===== config.mk =====
export PLATFORM = sky130hd
export DESIGN_NAME = eye_monitor_sweep_readout
export DESIGN_NICKNAME = d
export VERILOG_FILES = /design/src/core/eye_monitor_sweep_readout.v
export VERILOG_INCLUDE_DIRS = /design/src /design/src/core
export SDC_FILE = /design/constraint.sdc
export NUM_CORES = 1
export LEC_CHECK = 0
export ABC_CLOCK_PERIOD_IN_PS = 3900
export BUFFER_PORTS_ARGS = -buffer_cell sky130_fd_sc_hd__buf_4
export CAP_MARGIN = 5
export CORE_ASPECT_RATIO = 0.8
export CORE_MARGIN = 2
export CORE_UTILIZATION = 55
export CTS_CLUSTER_SIZE = 30
export DETAILED_ROUTE_END_ITERATION = 8
export PLACE_DENSITY = 0.69
export RECOVER_POWER = 100
export SKIP_LAST_GASP = 1
export SLEW_MARGIN = 40
export SYNTH_ARGS = -nofsm -noshare
export SYNTH_HDL_FRONTEND = slang
export SYNTH_SLANG_ARGS = --single-unit

===== constraint.sdc =====
create_clock -name clock -period 3.9 [get_ports clock]
set_input_delay 0.39 -clock clock [delete_from_list [all_inputs] [get_ports clock]]
set_output_delay 0.39 -clock clock [all_outputs]
set_load 0.01 [all_outputs]

===== src/core/eye_monitor_map.vh =====
// register map, field positions, reset values and counts of the eye monitor readout
`ifndef EYE_MONITOR_MAP_VH
`define EYE_MONITOR_MAP_VH
`define OFF_RANGE_POWER 8'h11
`define OFF_OVERRIDE 8'h22
`define OFF_SWEEP_CTRL 8'h24
`define OFF_COUNT_HIGH 8'h25
`define OFF_COUNT_LOW 8'h26
`define OFF_HORIZ_OPEN 8'h27
`define OFF_VERT_OPEN 8'h28
`define OFF_ACCUM_TIME 8'h2A
`define OFF_RANGE_OVR 8'h2C
`define OFF_LOCK_CHECK 8'h3E
`define OFF_THRESHOLDS 8'h6A
`define OFF_CHAN_SEL 8'hFF
`define BIT_RANGE_HI 7
`define BIT_RANGE_LO 6
`define BIT_POWER_DOWN 5
`define BIT_OVERRIDE 7
`define BIT_FAST_EN 7
`define BIT_START 0
`define BIT_START_ALT 1
`define BIT_RANGE_OVR 6
`define BIT_LOCK_CHECK 7
`define RST_RANGE_POWER 8'h20
`define RST_OVERRIDE 8'h00
`define RST_ACCUM_TIME 8'h0F
`define RST_RANGE_OVR 8'h40
`define RST_LOCK_CHECK 8'h80
`define RST_THRESHOLDS 8'h44
`define RST_CHAN_SEL 8'h00
`define LAST_POINT 12'hFFF
`define LAST_PAIR 13'h1001
`define CHECK_PERIOD 4096
`define SLAVE_ADDR 7'h18
`endif


===== src/core/eye_monitor_sweep_readout.v =====
// eye monitor lock check, fast sweep and serial management readout for one channel
// Summary of operation
// - lock check periodically measures eye openings
// - openings below thresholds restart lock acquisition
// - fast enable selects autonomous offset sweep
// - start write begins acquisition at once
// - count split into high and low bytes
// - after high byte, high register shows low
// - high byte read advances offsets, restarts counter
// - start bit clears after all data read
// - next point loads after both bytes read
// - accumulation register sets samples per point
// - high byte read takes the count so far, even before the window ends
// - cleared range override selects range field
// - range codes mean 100 to 400 mV
// - cleared power-down powers monitor unconditionally
// - capture is 64 by 64 counts
// - burst may break and resume at high register
// - power-down bit resets to one
// - opening registers return latest measurement
`timescale 1ns/100ps
`include "eye_monitor_map.vh"
module eye_monitor_sweep_readout #(
	parameter CHECK_PERIOD = `CHECK_PERIOD,
	parameter [6:0] SLAVE_ADDR = `SLAVE_ADDR
) (
	// clock, reset, enable
	input wire clock,
	input wire rst_n,
	input wire ce,
	// serial management pins
	input wire scl_in,
	input wire sda_in,
	output reg sda_out,
	output reg sda_oe,
	// comparator samples
	input wire sample_valid,
	input wire primary_bit,
	input wire offset_bit,
	// opening measurement results
	input wire opening_valid,
	input wire [7:0] horizontal_opening_in,
	input wire [7:0] vertical_opening_in,
	// clock recovery state machine
	input wire cdr_locked,
	input wire cdr_eye_use,
	input wire [1:0] cdr_range,
	output reg eye_check_req,
	output reg lock_restart,
	// eye monitor controls
	output reg eye_power_on,
	output reg [1:0] range_sel,
	output reg eye_override,
	output reg [5:0] phase_offset,
	output reg [5:0] voltage_offset,
	output reg [7:0] channel_select
);
	localparam [2:0] S_IDLE = 3'd0, S_ADDR = 3'd1, S_REG = 3'd2, S_WR = 3'd3;
	localparam [2:0] S_ACK = 3'd4, S_RD = 3'd5, S_MACK = 3'd6;

	reg [1:0] scl_sync_reg, sda_sync_reg;
	reg scl_prev_reg, sda_prev_reg;
	reg [2:0] state_reg, after_ack_reg;
	reg [3:0] bit_cnt_reg;
	reg [7:0] shift_reg, ptr_reg;
	reg nack_reg;
	reg [7:0] range_power_reg, accum_reg, range_ovr_reg, lock_check_reg, thresh_reg;
	reg fast_en_reg, sweeping_reg;
	reg [11:0] point_reg;
	reg [15:0] err_cnt_reg;
	reg [17:0] win_cnt_reg;
	reg [15:0] capture_reg, pending_reg, hold_reg;
	reg msb_taken_reg;
	reg [12:0] pairs_reg;
	reg [7:0] horiz_reg, vert_reg;
	reg [12:0] period_cnt_reg;
	reg check_pending_reg;

	wire scl = scl_sync_reg[1];
	wire sda = sda_sync_reg[1];
	wire scl_rise = scl & ~scl_prev_reg;
	wire scl_fall = ~scl & scl_prev_reg;
	wire start_cond = scl & scl_prev_reg & ~sda & sda_prev_reg;
	wire stop_cond = scl & scl_prev_reg & sda & ~sda_prev_reg;
	wire byte_done = (bit_cnt_reg == 4'd8);
	wire rx_state = (state_reg == S_ADDR) || (state_reg == S_REG) || (state_reg == S_WR);
	wire wr_fire = scl_fall & (state_reg == S_WR) & byte_done;
	wire load_first = scl_fall & (state_reg == S_ACK) & (after_ack_reg == S_RD);
	wire load_next = scl_fall & (state_reg == S_MACK) & ~nack_reg;
	wire rd_fire = load_first | load_next;
	wire rd_high = rd_fire & (ptr_reg == `OFF_COUNT_HIGH);
	wire rd_low = rd_fire & (ptr_reg == `OFF_COUNT_LOW);
	wire take_msb = rd_high & sweeping_reg & ~msb_taken_reg;
	wire take_lsb = (rd_high | rd_low) & sweeping_reg & msb_taken_reg;
	wire start_wr = wr_fire & (ptr_reg == `OFF_SWEEP_CTRL) & shift_reg[`BIT_FAST_EN]
		& (shift_reg[`BIT_START] | shift_reg[`BIT_START_ALT]);
	wire win_end = (win_cnt_reg == {accum_reg, 10'h3FF});
	wire is_error = sample_valid & (primary_bit != offset_bit);
	wire below = (horizontal_opening_in < {thresh_reg[7:4], 4'h0})
		| (vertical_opening_in < {thresh_reg[3:0], 4'h0});
	reg [7:0] rd_data;

	// readable view of the register file
	always @* begin
		rd_data = 8'h00;
		if (ptr_reg == `OFF_RANGE_POWER) begin
			rd_data = range_power_reg;
		end else if (ptr_reg == `OFF_OVERRIDE) begin
			rd_data = {eye_override, 7'h00};
		end else if (ptr_reg == `OFF_SWEEP_CTRL) begin
			rd_data = {fast_en_reg, 6'h00, sweeping_reg};
		end else if (ptr_reg == `OFF_COUNT_HIGH) begin
			rd_data = msb_taken_reg ? hold_reg[7:0] : hold_reg[15:8];
		end else if (ptr_reg == `OFF_COUNT_LOW) begin
			rd_data = hold_reg[7:0];
		end else if (ptr_reg == `OFF_HORIZ_OPEN) begin
			rd_data = horiz_reg;
		end else if (ptr_reg == `OFF_VERT_OPEN) begin
			rd_data = vert_reg;
		end else if (ptr_reg == `OFF_ACCUM_TIME) begin
			rd_data = accum_reg;
		end else if (ptr_reg == `OFF_RANGE_OVR) begin
			rd_data = range_ovr_reg;
		end else if (ptr_reg == `OFF_LOCK_CHECK) begin
			rd_data = lock_check_reg;
		end else if (ptr_reg == `OFF_THRESHOLDS) begin
			rd_data = thresh_reg;
		end else if (ptr_reg == `OFF_CHAN_SEL) begin
			rd_data = channel_select;
		end
	end

	// pin synchronisers and bus engine
	always @(posedge clock or negedge rst_n) begin
		if (!rst_n) begin
			scl_sync_reg <= 2'b11;
			sda_sync_reg <= 2'b11;
			scl_prev_reg <= 1'b1;
			sda_prev_reg <= 1'b1;
			state_reg <= S_IDLE;
			after_ack_reg <= S_IDLE;
			bit_cnt_reg <= 4'h0;
			shift_reg <= 8'h00;
			ptr_reg <= 8'h00;
			nack_reg <= 1'b1;
			sda_out <= 1'b0;
			sda_oe <= 1'b0;
		end else if (ce) begin
			scl_sync_reg <= {scl_sync_reg[0], scl_in};
			sda_sync_reg <= {sda_sync_reg[0], sda_in};
			scl_prev_reg <= scl;
			sda_prev_reg <= sda;
			sda_out <= 1'b0;
			if (start_cond) begin
				state_reg <= S_ADDR;
				bit_cnt_reg <= 4'h0;
				sda_oe <= 1'b0;
			end else if (stop_cond) begin
				state_reg <= S_IDLE;
				sda_oe <= 1'b0;
			end else if (scl_rise) begin
				if (rx_state && !byte_done) begin
					shift_reg <= {shift_reg[6:0], sda};
					bit_cnt_reg <= bit_cnt_reg + 4'h1;
				end else if (state_reg == S_MACK) begin
					nack_reg <= sda;
				end
			end else if (scl_fall) begin
				case (state_reg)
				S_ADDR, S_REG, S_WR: begin
					if (byte_done) begin
						bit_cnt_reg <= 4'h0;
						state_reg <= S_ACK;
						sda_oe <= 1'b1;
						if (state_reg == S_ADDR) begin
							if (shift_reg[7:1] != SLAVE_ADDR) begin
								state_reg <= S_IDLE;
								sda_oe <= 1'b0;
							end
							after_ack_reg <= shift_reg[0] ? S_RD : S_REG;
						end else if (state_reg == S_REG) begin
							ptr_reg <= shift_reg;
							after_ack_reg <= S_WR;
						end else begin
							after_ack_reg <= S_WR;
							if (ptr_reg != `OFF_SWEEP_CTRL) begin
								ptr_reg <= ptr_reg + 8'h01;
							end
						end
					end
				end
				S_ACK: begin
					state_reg <= after_ack_reg;
					sda_oe <= 1'b0;
					if (after_ack_reg == S_RD) begin
						shift_reg <= {rd_data[6:0], 1'b0};
						sda_oe <= ~rd_data[7];
						bit_cnt_reg <= 4'h1;
					end
				end
				S_RD: begin
					if (byte_done) begin
						sda_oe <= 1'b0;
						state_reg <= S_MACK;
					end else begin
						sda_oe <= ~shift_reg[7];
						shift_reg <= {shift_reg[6:0], 1'b0};
						bit_cnt_reg <= bit_cnt_reg + 4'h1;
					end
				end
				S_MACK: begin
					if (!nack_reg) begin
						// burst continues at the same register
						shift_reg <= {rd_data[6:0], 1'b0};
						sda_oe <= ~rd_data[7];
						bit_cnt_reg <= 4'h1;
						state_reg <= S_RD;
					end else begin
						state_reg <= S_IDLE;
					end
				end
				default: begin
					state_reg <= S_IDLE;
				end
				endcase
			end
		end
	end

	// writable registers
	always @(posedge clock or negedge rst_n) begin
		if (!rst_n) begin
			range_power_reg <= `RST_RANGE_POWER;
			eye_override <= 1'b0;
			fast_en_reg <= 1'b0;
			accum_reg <= `RST_ACCUM_TIME;
			range_ovr_reg <= `RST_RANGE_OVR;
			lock_check_reg <= `RST_LOCK_CHECK;
			thresh_reg <= `RST_THRESHOLDS;
			channel_select <= `RST_CHAN_SEL;
		end else if (ce && wr_fire) begin
			if (ptr_reg == `OFF_RANGE_POWER) begin
				range_power_reg <= shift_reg;
			end else if (ptr_reg == `OFF_OVERRIDE) begin
				eye_override <= shift_reg[`BIT_OVERRIDE];
			end else if (ptr_reg == `OFF_SWEEP_CTRL) begin
				fast_en_reg <= shift_reg[`BIT_FAST_EN];
			end else if (ptr_reg == `OFF_ACCUM_TIME) begin
				accum_reg <= shift_reg;
			end else if (ptr_reg == `OFF_RANGE_OVR) begin
				range_ovr_reg <= shift_reg;
			end else if (ptr_reg == `OFF_LOCK_CHECK) begin
				lock_check_reg <= shift_reg;
			end else if (ptr_reg == `OFF_THRESHOLDS) begin
				thresh_reg <= shift_reg;
			end else if (ptr_reg == `OFF_CHAN_SEL) begin
				channel_select <= shift_reg;
			end
		end
	end

	// fast sweep: error counting and readout pipeline
	always @(posedge clock or negedge rst_n) begin
		if (!rst_n) begin
			sweeping_reg <= 1'b0;
			point_reg <= 12'h000;
			err_cnt_reg <= 16'h0000;
			win_cnt_reg <= 18'h00000;
			capture_reg <= 16'h0000;
			pending_reg <= 16'h0000;
			hold_reg <= 16'h0000;
			msb_taken_reg <= 1'b0;
			pairs_reg <= 13'h0000;
			phase_offset <= 6'h00;
			voltage_offset <= 6'h00;
		end else if (ce) begin
			phase_offset <= point_reg[5:0];
			voltage_offset <= point_reg[11:6];
			if (start_wr && !sweeping_reg) begin
				sweeping_reg <= 1'b1;
				point_reg <= 12'h000;
				err_cnt_reg <= 16'h0000;
				win_cnt_reg <= 18'h00000;
				capture_reg <= 16'h0000;
				pending_reg <= 16'h0000;
				hold_reg <= 16'h0000;
				msb_taken_reg <= 1'b0;
				pairs_reg <= 13'h0000;
			end else if (wr_fire && ptr_reg == `OFF_SWEEP_CTRL && !shift_reg[`BIT_FAST_EN]) begin
				sweeping_reg <= 1'b0;
			end else if (take_msb) begin
				msb_taken_reg <= 1'b1;
				capture_reg <= err_cnt_reg;
				err_cnt_reg <= 16'h0000;
				win_cnt_reg <= 18'h00000;
				if (point_reg != `LAST_POINT) begin
					point_reg <= point_reg + 12'h001;
				end
			end else if (take_lsb) begin
				msb_taken_reg <= 1'b0;
				pending_reg <= capture_reg;
				hold_reg <= pending_reg;
				pairs_reg <= pairs_reg + 13'h0001;
				if (pairs_reg == `LAST_PAIR) begin
					sweeping_reg <= 1'b0;
				end
			end else if (sweeping_reg && !win_end && sample_valid) begin
				win_cnt_reg <= win_cnt_reg + 18'h00001;
				if (is_error && err_cnt_reg != 16'hFFFF) begin
					err_cnt_reg <= err_cnt_reg + 16'h0001;
				end
			end
		end
	end

	// lock validation, power and range control
	always @(posedge clock or negedge rst_n) begin
		if (!rst_n) begin
			period_cnt_reg <= 13'h0000;
			check_pending_reg <= 1'b0;
			eye_check_req <= 1'b0;
			lock_restart <= 1'b0;
			horiz_reg <= 8'h00;
			vert_reg <= 8'h00;
			eye_power_on <= 1'b0;
			range_sel <= 2'b00;
		end else if (ce) begin
			eye_check_req <= 1'b0;
			lock_restart <= 1'b0;
			if (opening_valid) begin
				horiz_reg <= horizontal_opening_in;
				vert_reg <= vertical_opening_in;
				if (check_pending_reg) begin
					check_pending_reg <= 1'b0;
					lock_restart <= below & lock_check_reg[`BIT_LOCK_CHECK];
				end
			end
			if (lock_check_reg[`BIT_LOCK_CHECK] && cdr_locked) begin
				if (period_cnt_reg == CHECK_PERIOD[12:0] - 13'h0001) begin
					period_cnt_reg <= 13'h0000;
					eye_check_req <= 1'b1;
					check_pending_reg <= 1'b1;
				end else begin
					period_cnt_reg <= period_cnt_reg + 13'h0001;
				end
			end else begin
				period_cnt_reg <= 13'h0000;
				check_pending_reg <= 1'b0;
			end
			eye_power_on <= ~range_power_reg[`BIT_POWER_DOWN] | check_pending_reg
				| cdr_eye_use | sweeping_reg;
			range_sel <= range_ovr_reg[`BIT_RANGE_OVR] ? cdr_range
				: range_power_reg[`BIT_RANGE_HI:`BIT_RANGE_LO];
		end
	end
endmodule // eye_monitor_sweep_readout


After elaboration in Yosys (flattened, before gate mapping)
Index checks and enable logic that the tools add are counted.
Widths: inputs -> output; s select.
- eq/ne operators: 47
- magnitude comparators: 2
- bitwise gates (word level): 52
- add/subtract/negate cells: 7
- mux-type cells: 104
- reductions and logical operators: 55
- operator list (operator ; number):
    $mux 16 ; 17
    $mux 8 ; 21
    $mux 18 ; 5
    $mux 13 ; 6
    $eq 8x6->1 const B ; 9
    $mux 12 ; 4
    $mux 4 ; 9
    $reduce_and 9->1 ; 4
    $mux 3 ; 11
    $add 13x1->13 const B ; 2
    $mux 1 ; 26
    $and 1x1->1 ; 24
    $ne 4x4->1 const B ; 6
    $pmux 8 s3 ; 1
    $not 1->1 ; 21
    $reduce_bool 3->1 ; 7
    $reduce_and 4->1 ; 5
    $add 18x1->18 const B ; 1
    $eq 18x18->1 ; 1
    $reduce_and 6->1 ; 3
    $add 16x1->16 const B ; 1
    $lt 8x8->1 ; 2
    $ne 16x16->1 const B ; 1
    $pmux 4 s4 ; 1
    other kinds (38) ; 79
- input port bits: 29
- word-level logic and storage cells: 305
- bits in registers: 240

Longest topological paths before layout
- word-level depth: 20
- depth in mapped cells: 11
- gate-level depth less buffers: 8

Worst setup path after synthesis
OpenSTA, ideal clock, no wires.
- kind: reg-to-reg
- start: register ptr_reg[1]
- end: register thresh_reg[0]
- cell stages (with the launch flop): 11
- data arrival time: 2.344 ns
- buffers on the path: 2
- path slack: 1.432 ns
- setup time: 0.125 ns
- cell sequence: dfrtp_1 -> inv_1 -> ha_1 -> buf_2 -> nor3b_1 -> nand4b_1 -> nand3_2 -> or3_1 -> buf_2 -> nor2_4 -> mux2_2
- longest elaborated chain between the ends: 3
- elaborated cells between the ends (all ways): 14
- those cells by class: eq/ne (7); bitwise (6); reduce/logical (1)
- ends and longest elaborated chain (what ; line ; text):
    start: declaration ; eye_monitor_sweep_readout.v:65 ; reg [7:0] shift_reg, ptr_reg;
    start signal: assignment ; eye_monitor_sweep_readout.v:182 ; ptr_reg <= shift_reg;
    start signal: assignment ; eye_monitor_sweep_readout.v:187 ; ptr_reg <= ptr_reg + 8'h01;
    $eq 8x6->1 (no line) or $eq 8x5->1 (tied branches) ; - ;
    $not 1->1 (no line) ; - ;
    $reduce_and 8->1 (no line) * ; - ;
    end signal: assignment ; eye_monitor_sweep_readout.v:239 ; thresh_reg <= `RST_THRESHOLDS;
    end signal: assignment ; eye_monitor_sweep_readout.v:255 ; thresh_reg <= shift_reg;
    end: declaration ; eye_monitor_sweep_readout.v:67 ; reg [7:0] range_power_reg, accum_reg, range_ovr_reg, lock_check_reg, thresh_reg;
Mark *: on every way between the ends. The rest lies on a longest branch, timed or not.
A chain may end at the register's enable or synchronous reset.

Final worst setup path
- start: register ptr_reg[0]
- end: register channel_select[2]
- longest elaborated chain between the ends: 3
- elaborated cells between the ends (all ways): 16
- those cells by class: eq/ne (8); bitwise (7); reduce/logical (1)
- ends and longest elaborated chain (what ; line ; text):
    $eq 8x7->1 (no line), or another cell as far along ; - ;
    $not 1->1 (no line) ; - ;
    $reduce_and 9->1 (no line) * ; - ;
    end signal: assignment ; eye_monitor_sweep_readout.v:240 ; channel_select <= `RST_CHAN_SEL;
    end signal: assignment ; eye_monitor_sweep_readout.v:257 ; channel_select <= shift_reg;
    end: declaration ; eye_monitor_sweep_readout.v:56 ; output reg [7:0] channel_select
Marks and branches as above.

==> results.yml <==
die:
  die_x_um: 175
  num_rows: 49
  die-area_sq_mm: 0.0246
  coreArea_sq_mm: 0.0227
  ios: 57
  die_y_um: 141
  initial_core_util: 0.566
final_layout:
  mostFrequentLayoutCells: "dfrtp_1 (224), nand2_1 (215), o21ai_0 (97), mux2_2 (87), nor2_1 (65)"
  drive_gt1_frac: 0.150
  diodes: 0
  fin_nets: 1410
  largest_register_ffs: 18
  stdcell_count: 1683
  layout_commonest_cell: "dfrtp_1"
  area_delta_synth_final_pct: 10.1
synth:
  synth-simple-area-share: 0.205
  synth-xor-area-share: 0.0164
  syn-num-nets: 1383
  postSynthAreaPerCell_sq_um: 9.64
  synthFlopType: "dfrtp_1"
  synthMuxAreaShare: 0.0856
  synth_top_area_share: 0.436
  synth_cell_types: 86
  ys_top_cells_by_area: "dfrtp_1 (44%), mux2_2 (7.6%), nand2_1 (6.3%), o21ai_0 (3.7%), dfstp_2 (3.3%)"
  ys_async_sr_fraction: 1.00
  yosysWarnings: 0
  synthAdderAreaFrac: 0.0204
  synth_top_family_by_area: "simple AND/OR/NAND/NOR gates"
  synth_seq_cells: 240
  synth-compound-area-share: 0.167
  syn_inst: 1333
  synth_top_area_cell: "dfrtp_1"
  synth_edf_count: 0
  synth_area_sq_mm: 0.0128
  ys_seq_area_frac: 0.469
run_status:
  status: "finished with violations"
  violations: "capacitance limit, slew limit"
placement:
  placedCellCount: 1638
  portBuffers: 55
  place.gp.congestion: 0.982
  dp_hpwl_um: 22800
global_routing:
  top_usage_layer: "met1"
  use_met3: 0.0410
  grt_pass1_wl_um: 54200
  grt_overflow: 0
  grt_pass1_vias: 9931
  grt_max_degree: 102
  use_met2: 0.407
  met1_usage: 0.412
  grt_usage: 0.271
  antenna_found_initial: 0
clocking:
  cts_buffers: 24
  clk_path_buf_depth: 3
  cts_tree: "done"
  cts_resized: 0
  insertion_delay_ns: 0.53
  cts.clk_slew.worst_paths_ns: 0.06
  htree_levels: 1
  cts_root_buf: "clkbuf_16"
  cts_sinks: 240
sta:
  fin_tns_setup_ns: 0
  relSlewSlack: -0.933
  finalCritPeriodShare: 0.862
  fmax_mhz: 297
  finalHoldViolations: 0
  tightest_slew_ns: 2.90
  finalSetupViolations: 0
  maxSlewViolCount: 91
  fin_skew_ns: 0.0193
  finalCriticalPeriod_ns: 3.36
  rsz0062_at_grt: "false"
setup_path:
  crit_type: "flop to flop"
  worst_ep_required_time_ns: 4.31
  arrival_ns: 3.77
  reg2reg_from: "ptr_reg[0]$_DFFE_PN0P_"
  r2r_cells: 8
  crit_path_start_kind: "flop"
  critPathCaptureType: "flop"
  crit_path_max_fanout: 12
  startpoint: "ptr_reg[0]$_DFFE_PN0P_"
routing:
  ant_nets: 0
  num_vias: 10500
  drc: 0
  routed_wl_um: 33600
  drtIter0Drc: 1254
  wire_per_inst_um: 20.0
  avgViaCountPerCell: 6.24
  drt_first_pass_iters: 5
run:
  drv_cap: 2
power_and_ir_drop:
  combPwrFrac: 0.121
  p_clk_frac: 0.413
  seq_power_share: 0.466
  vdd_drop_max_v: 0.000285
  p_sw_mw: 1.55
  intPower_mw: 4.30
  power_density_mw_per_mm2: 414
  p_leak_nw: 6.08
  finalPower_mw: 5.85
  switching_share: 0.265
worst_hold_path:
  hp-start: "horizontal_opening_in[0]"
  hold_path.class: "input pin to flop"
  whs_path_depth: 2
## final timing paths
| check | endpoint | slack, ns |
|---|---|---|
| min | horiz_reg[0]$_DFFE_PN0P_ | 0.10 |
| min reg2reg | capture_reg[7]$_DFFE_PN0P_ | 0.46 |
| max reg2reg | channel_select[2]$_DFFE_PN0P_ | 0.54 |
| min in group asynchronous | thresh_reg[4]$_DFFE_PN0P_ | 1.35 |
| max | channel_select[2]$_DFFE_PN0P_ | 0.54 |
| max in group asynchronous | accum_reg[0]$_DFFE_PN1P_ | 0.82 |
## per-stage QoR
step	cell area [sq um]	setup WS (ns)	hold slack (ns)	util
floorplan	12800	1.43	0.0944	-
global placement	13500	0.909	0.449	0.595
detailed placement	13500	0.800	0.456	0.595
CTS	14300	0.774	0.0855	0.632
global route	14100	0.318	0.0839	0.623
finish	14100	0.537	0.101	0.623
## synth_stat cells, types with 12 or more instances
cell type	number
clkbuf_1	48
nor2_1	65
a31oi_1	18
ha_1	21
dfrtp_1	224
or3_1	21
mux2i_1	12
or4_1	18
and3_1	17
o31ai_1	18
o22a_1	12
xnor2_1	12
a22oi_1	13
a21oi_1	56
o21ai_0	95
xor2_1	12
nand2b_1	17
dfstp_2	16
inv_1	32
o211ai_1	16
nand3_1	46
nand4_1	22
a21o_1	16
nand2_1	215
buf_2	17
nor4_1	14
mux2_2	87
o22ai_1	16
nor3_1	16
## critical path, stage by stage (launching register included)
cell,delay [ns]
dfrtp_1,0.44
inv_1,0.11
ha_1,0.41
nor3b_1,0.86
nand3_1,0.28
nand3_1,0.40
or3_1,0.29
nor2_2,0.14
mux2_2,0.31
## layer usage
metal  vias up  wire (um)
met3        67       2430
met1      5115      15700
li1       4910          -
met4         0        830
met5         -          0
met2       410      14600
## power by group through the flow
stage                     clock network [mW]  registers [mW]  logic (mW)
final                                   2.42            2.73       0.706
after CTS                               2.46            2.72       0.705
after detailed placement                   0            2.77       0.700
after global routing                    2.57            2.74       0.770
after floorplan                            0            2.69       0.484
after global placement                     0            2.77       0.689
## area by class of cell
cell class | instances | area (sq um)
fillers | 1974 | 8540
well taps | 306 | 383
repair buffers | 78 | 518
flip-flops and latches | 240 | 6030
clock buffers | 35 | 703
inverters | 32 | 120
clock inverters | 8 | 118
multi-input cells | 984 | 6270
## kinds of logic (layout without fill, tap and decap cells)
group	after synthesis	in the layout
AND/OR/NAND/NOR	518	518
AO/OA/AOI/OAI	321	321
flip-flops	240	240
buffers and inverters	109	153
multiplexers	99	99
XOR/XNOR	24	24
adder cells (fa/ha/maj)	21	21
other	1	1
## timing repair
item	in CTS	in global routing
setup buffers	0	0
hold endpoints to repair	93	0
hold buffers	1	0
(Power assumes the default switching activity.)
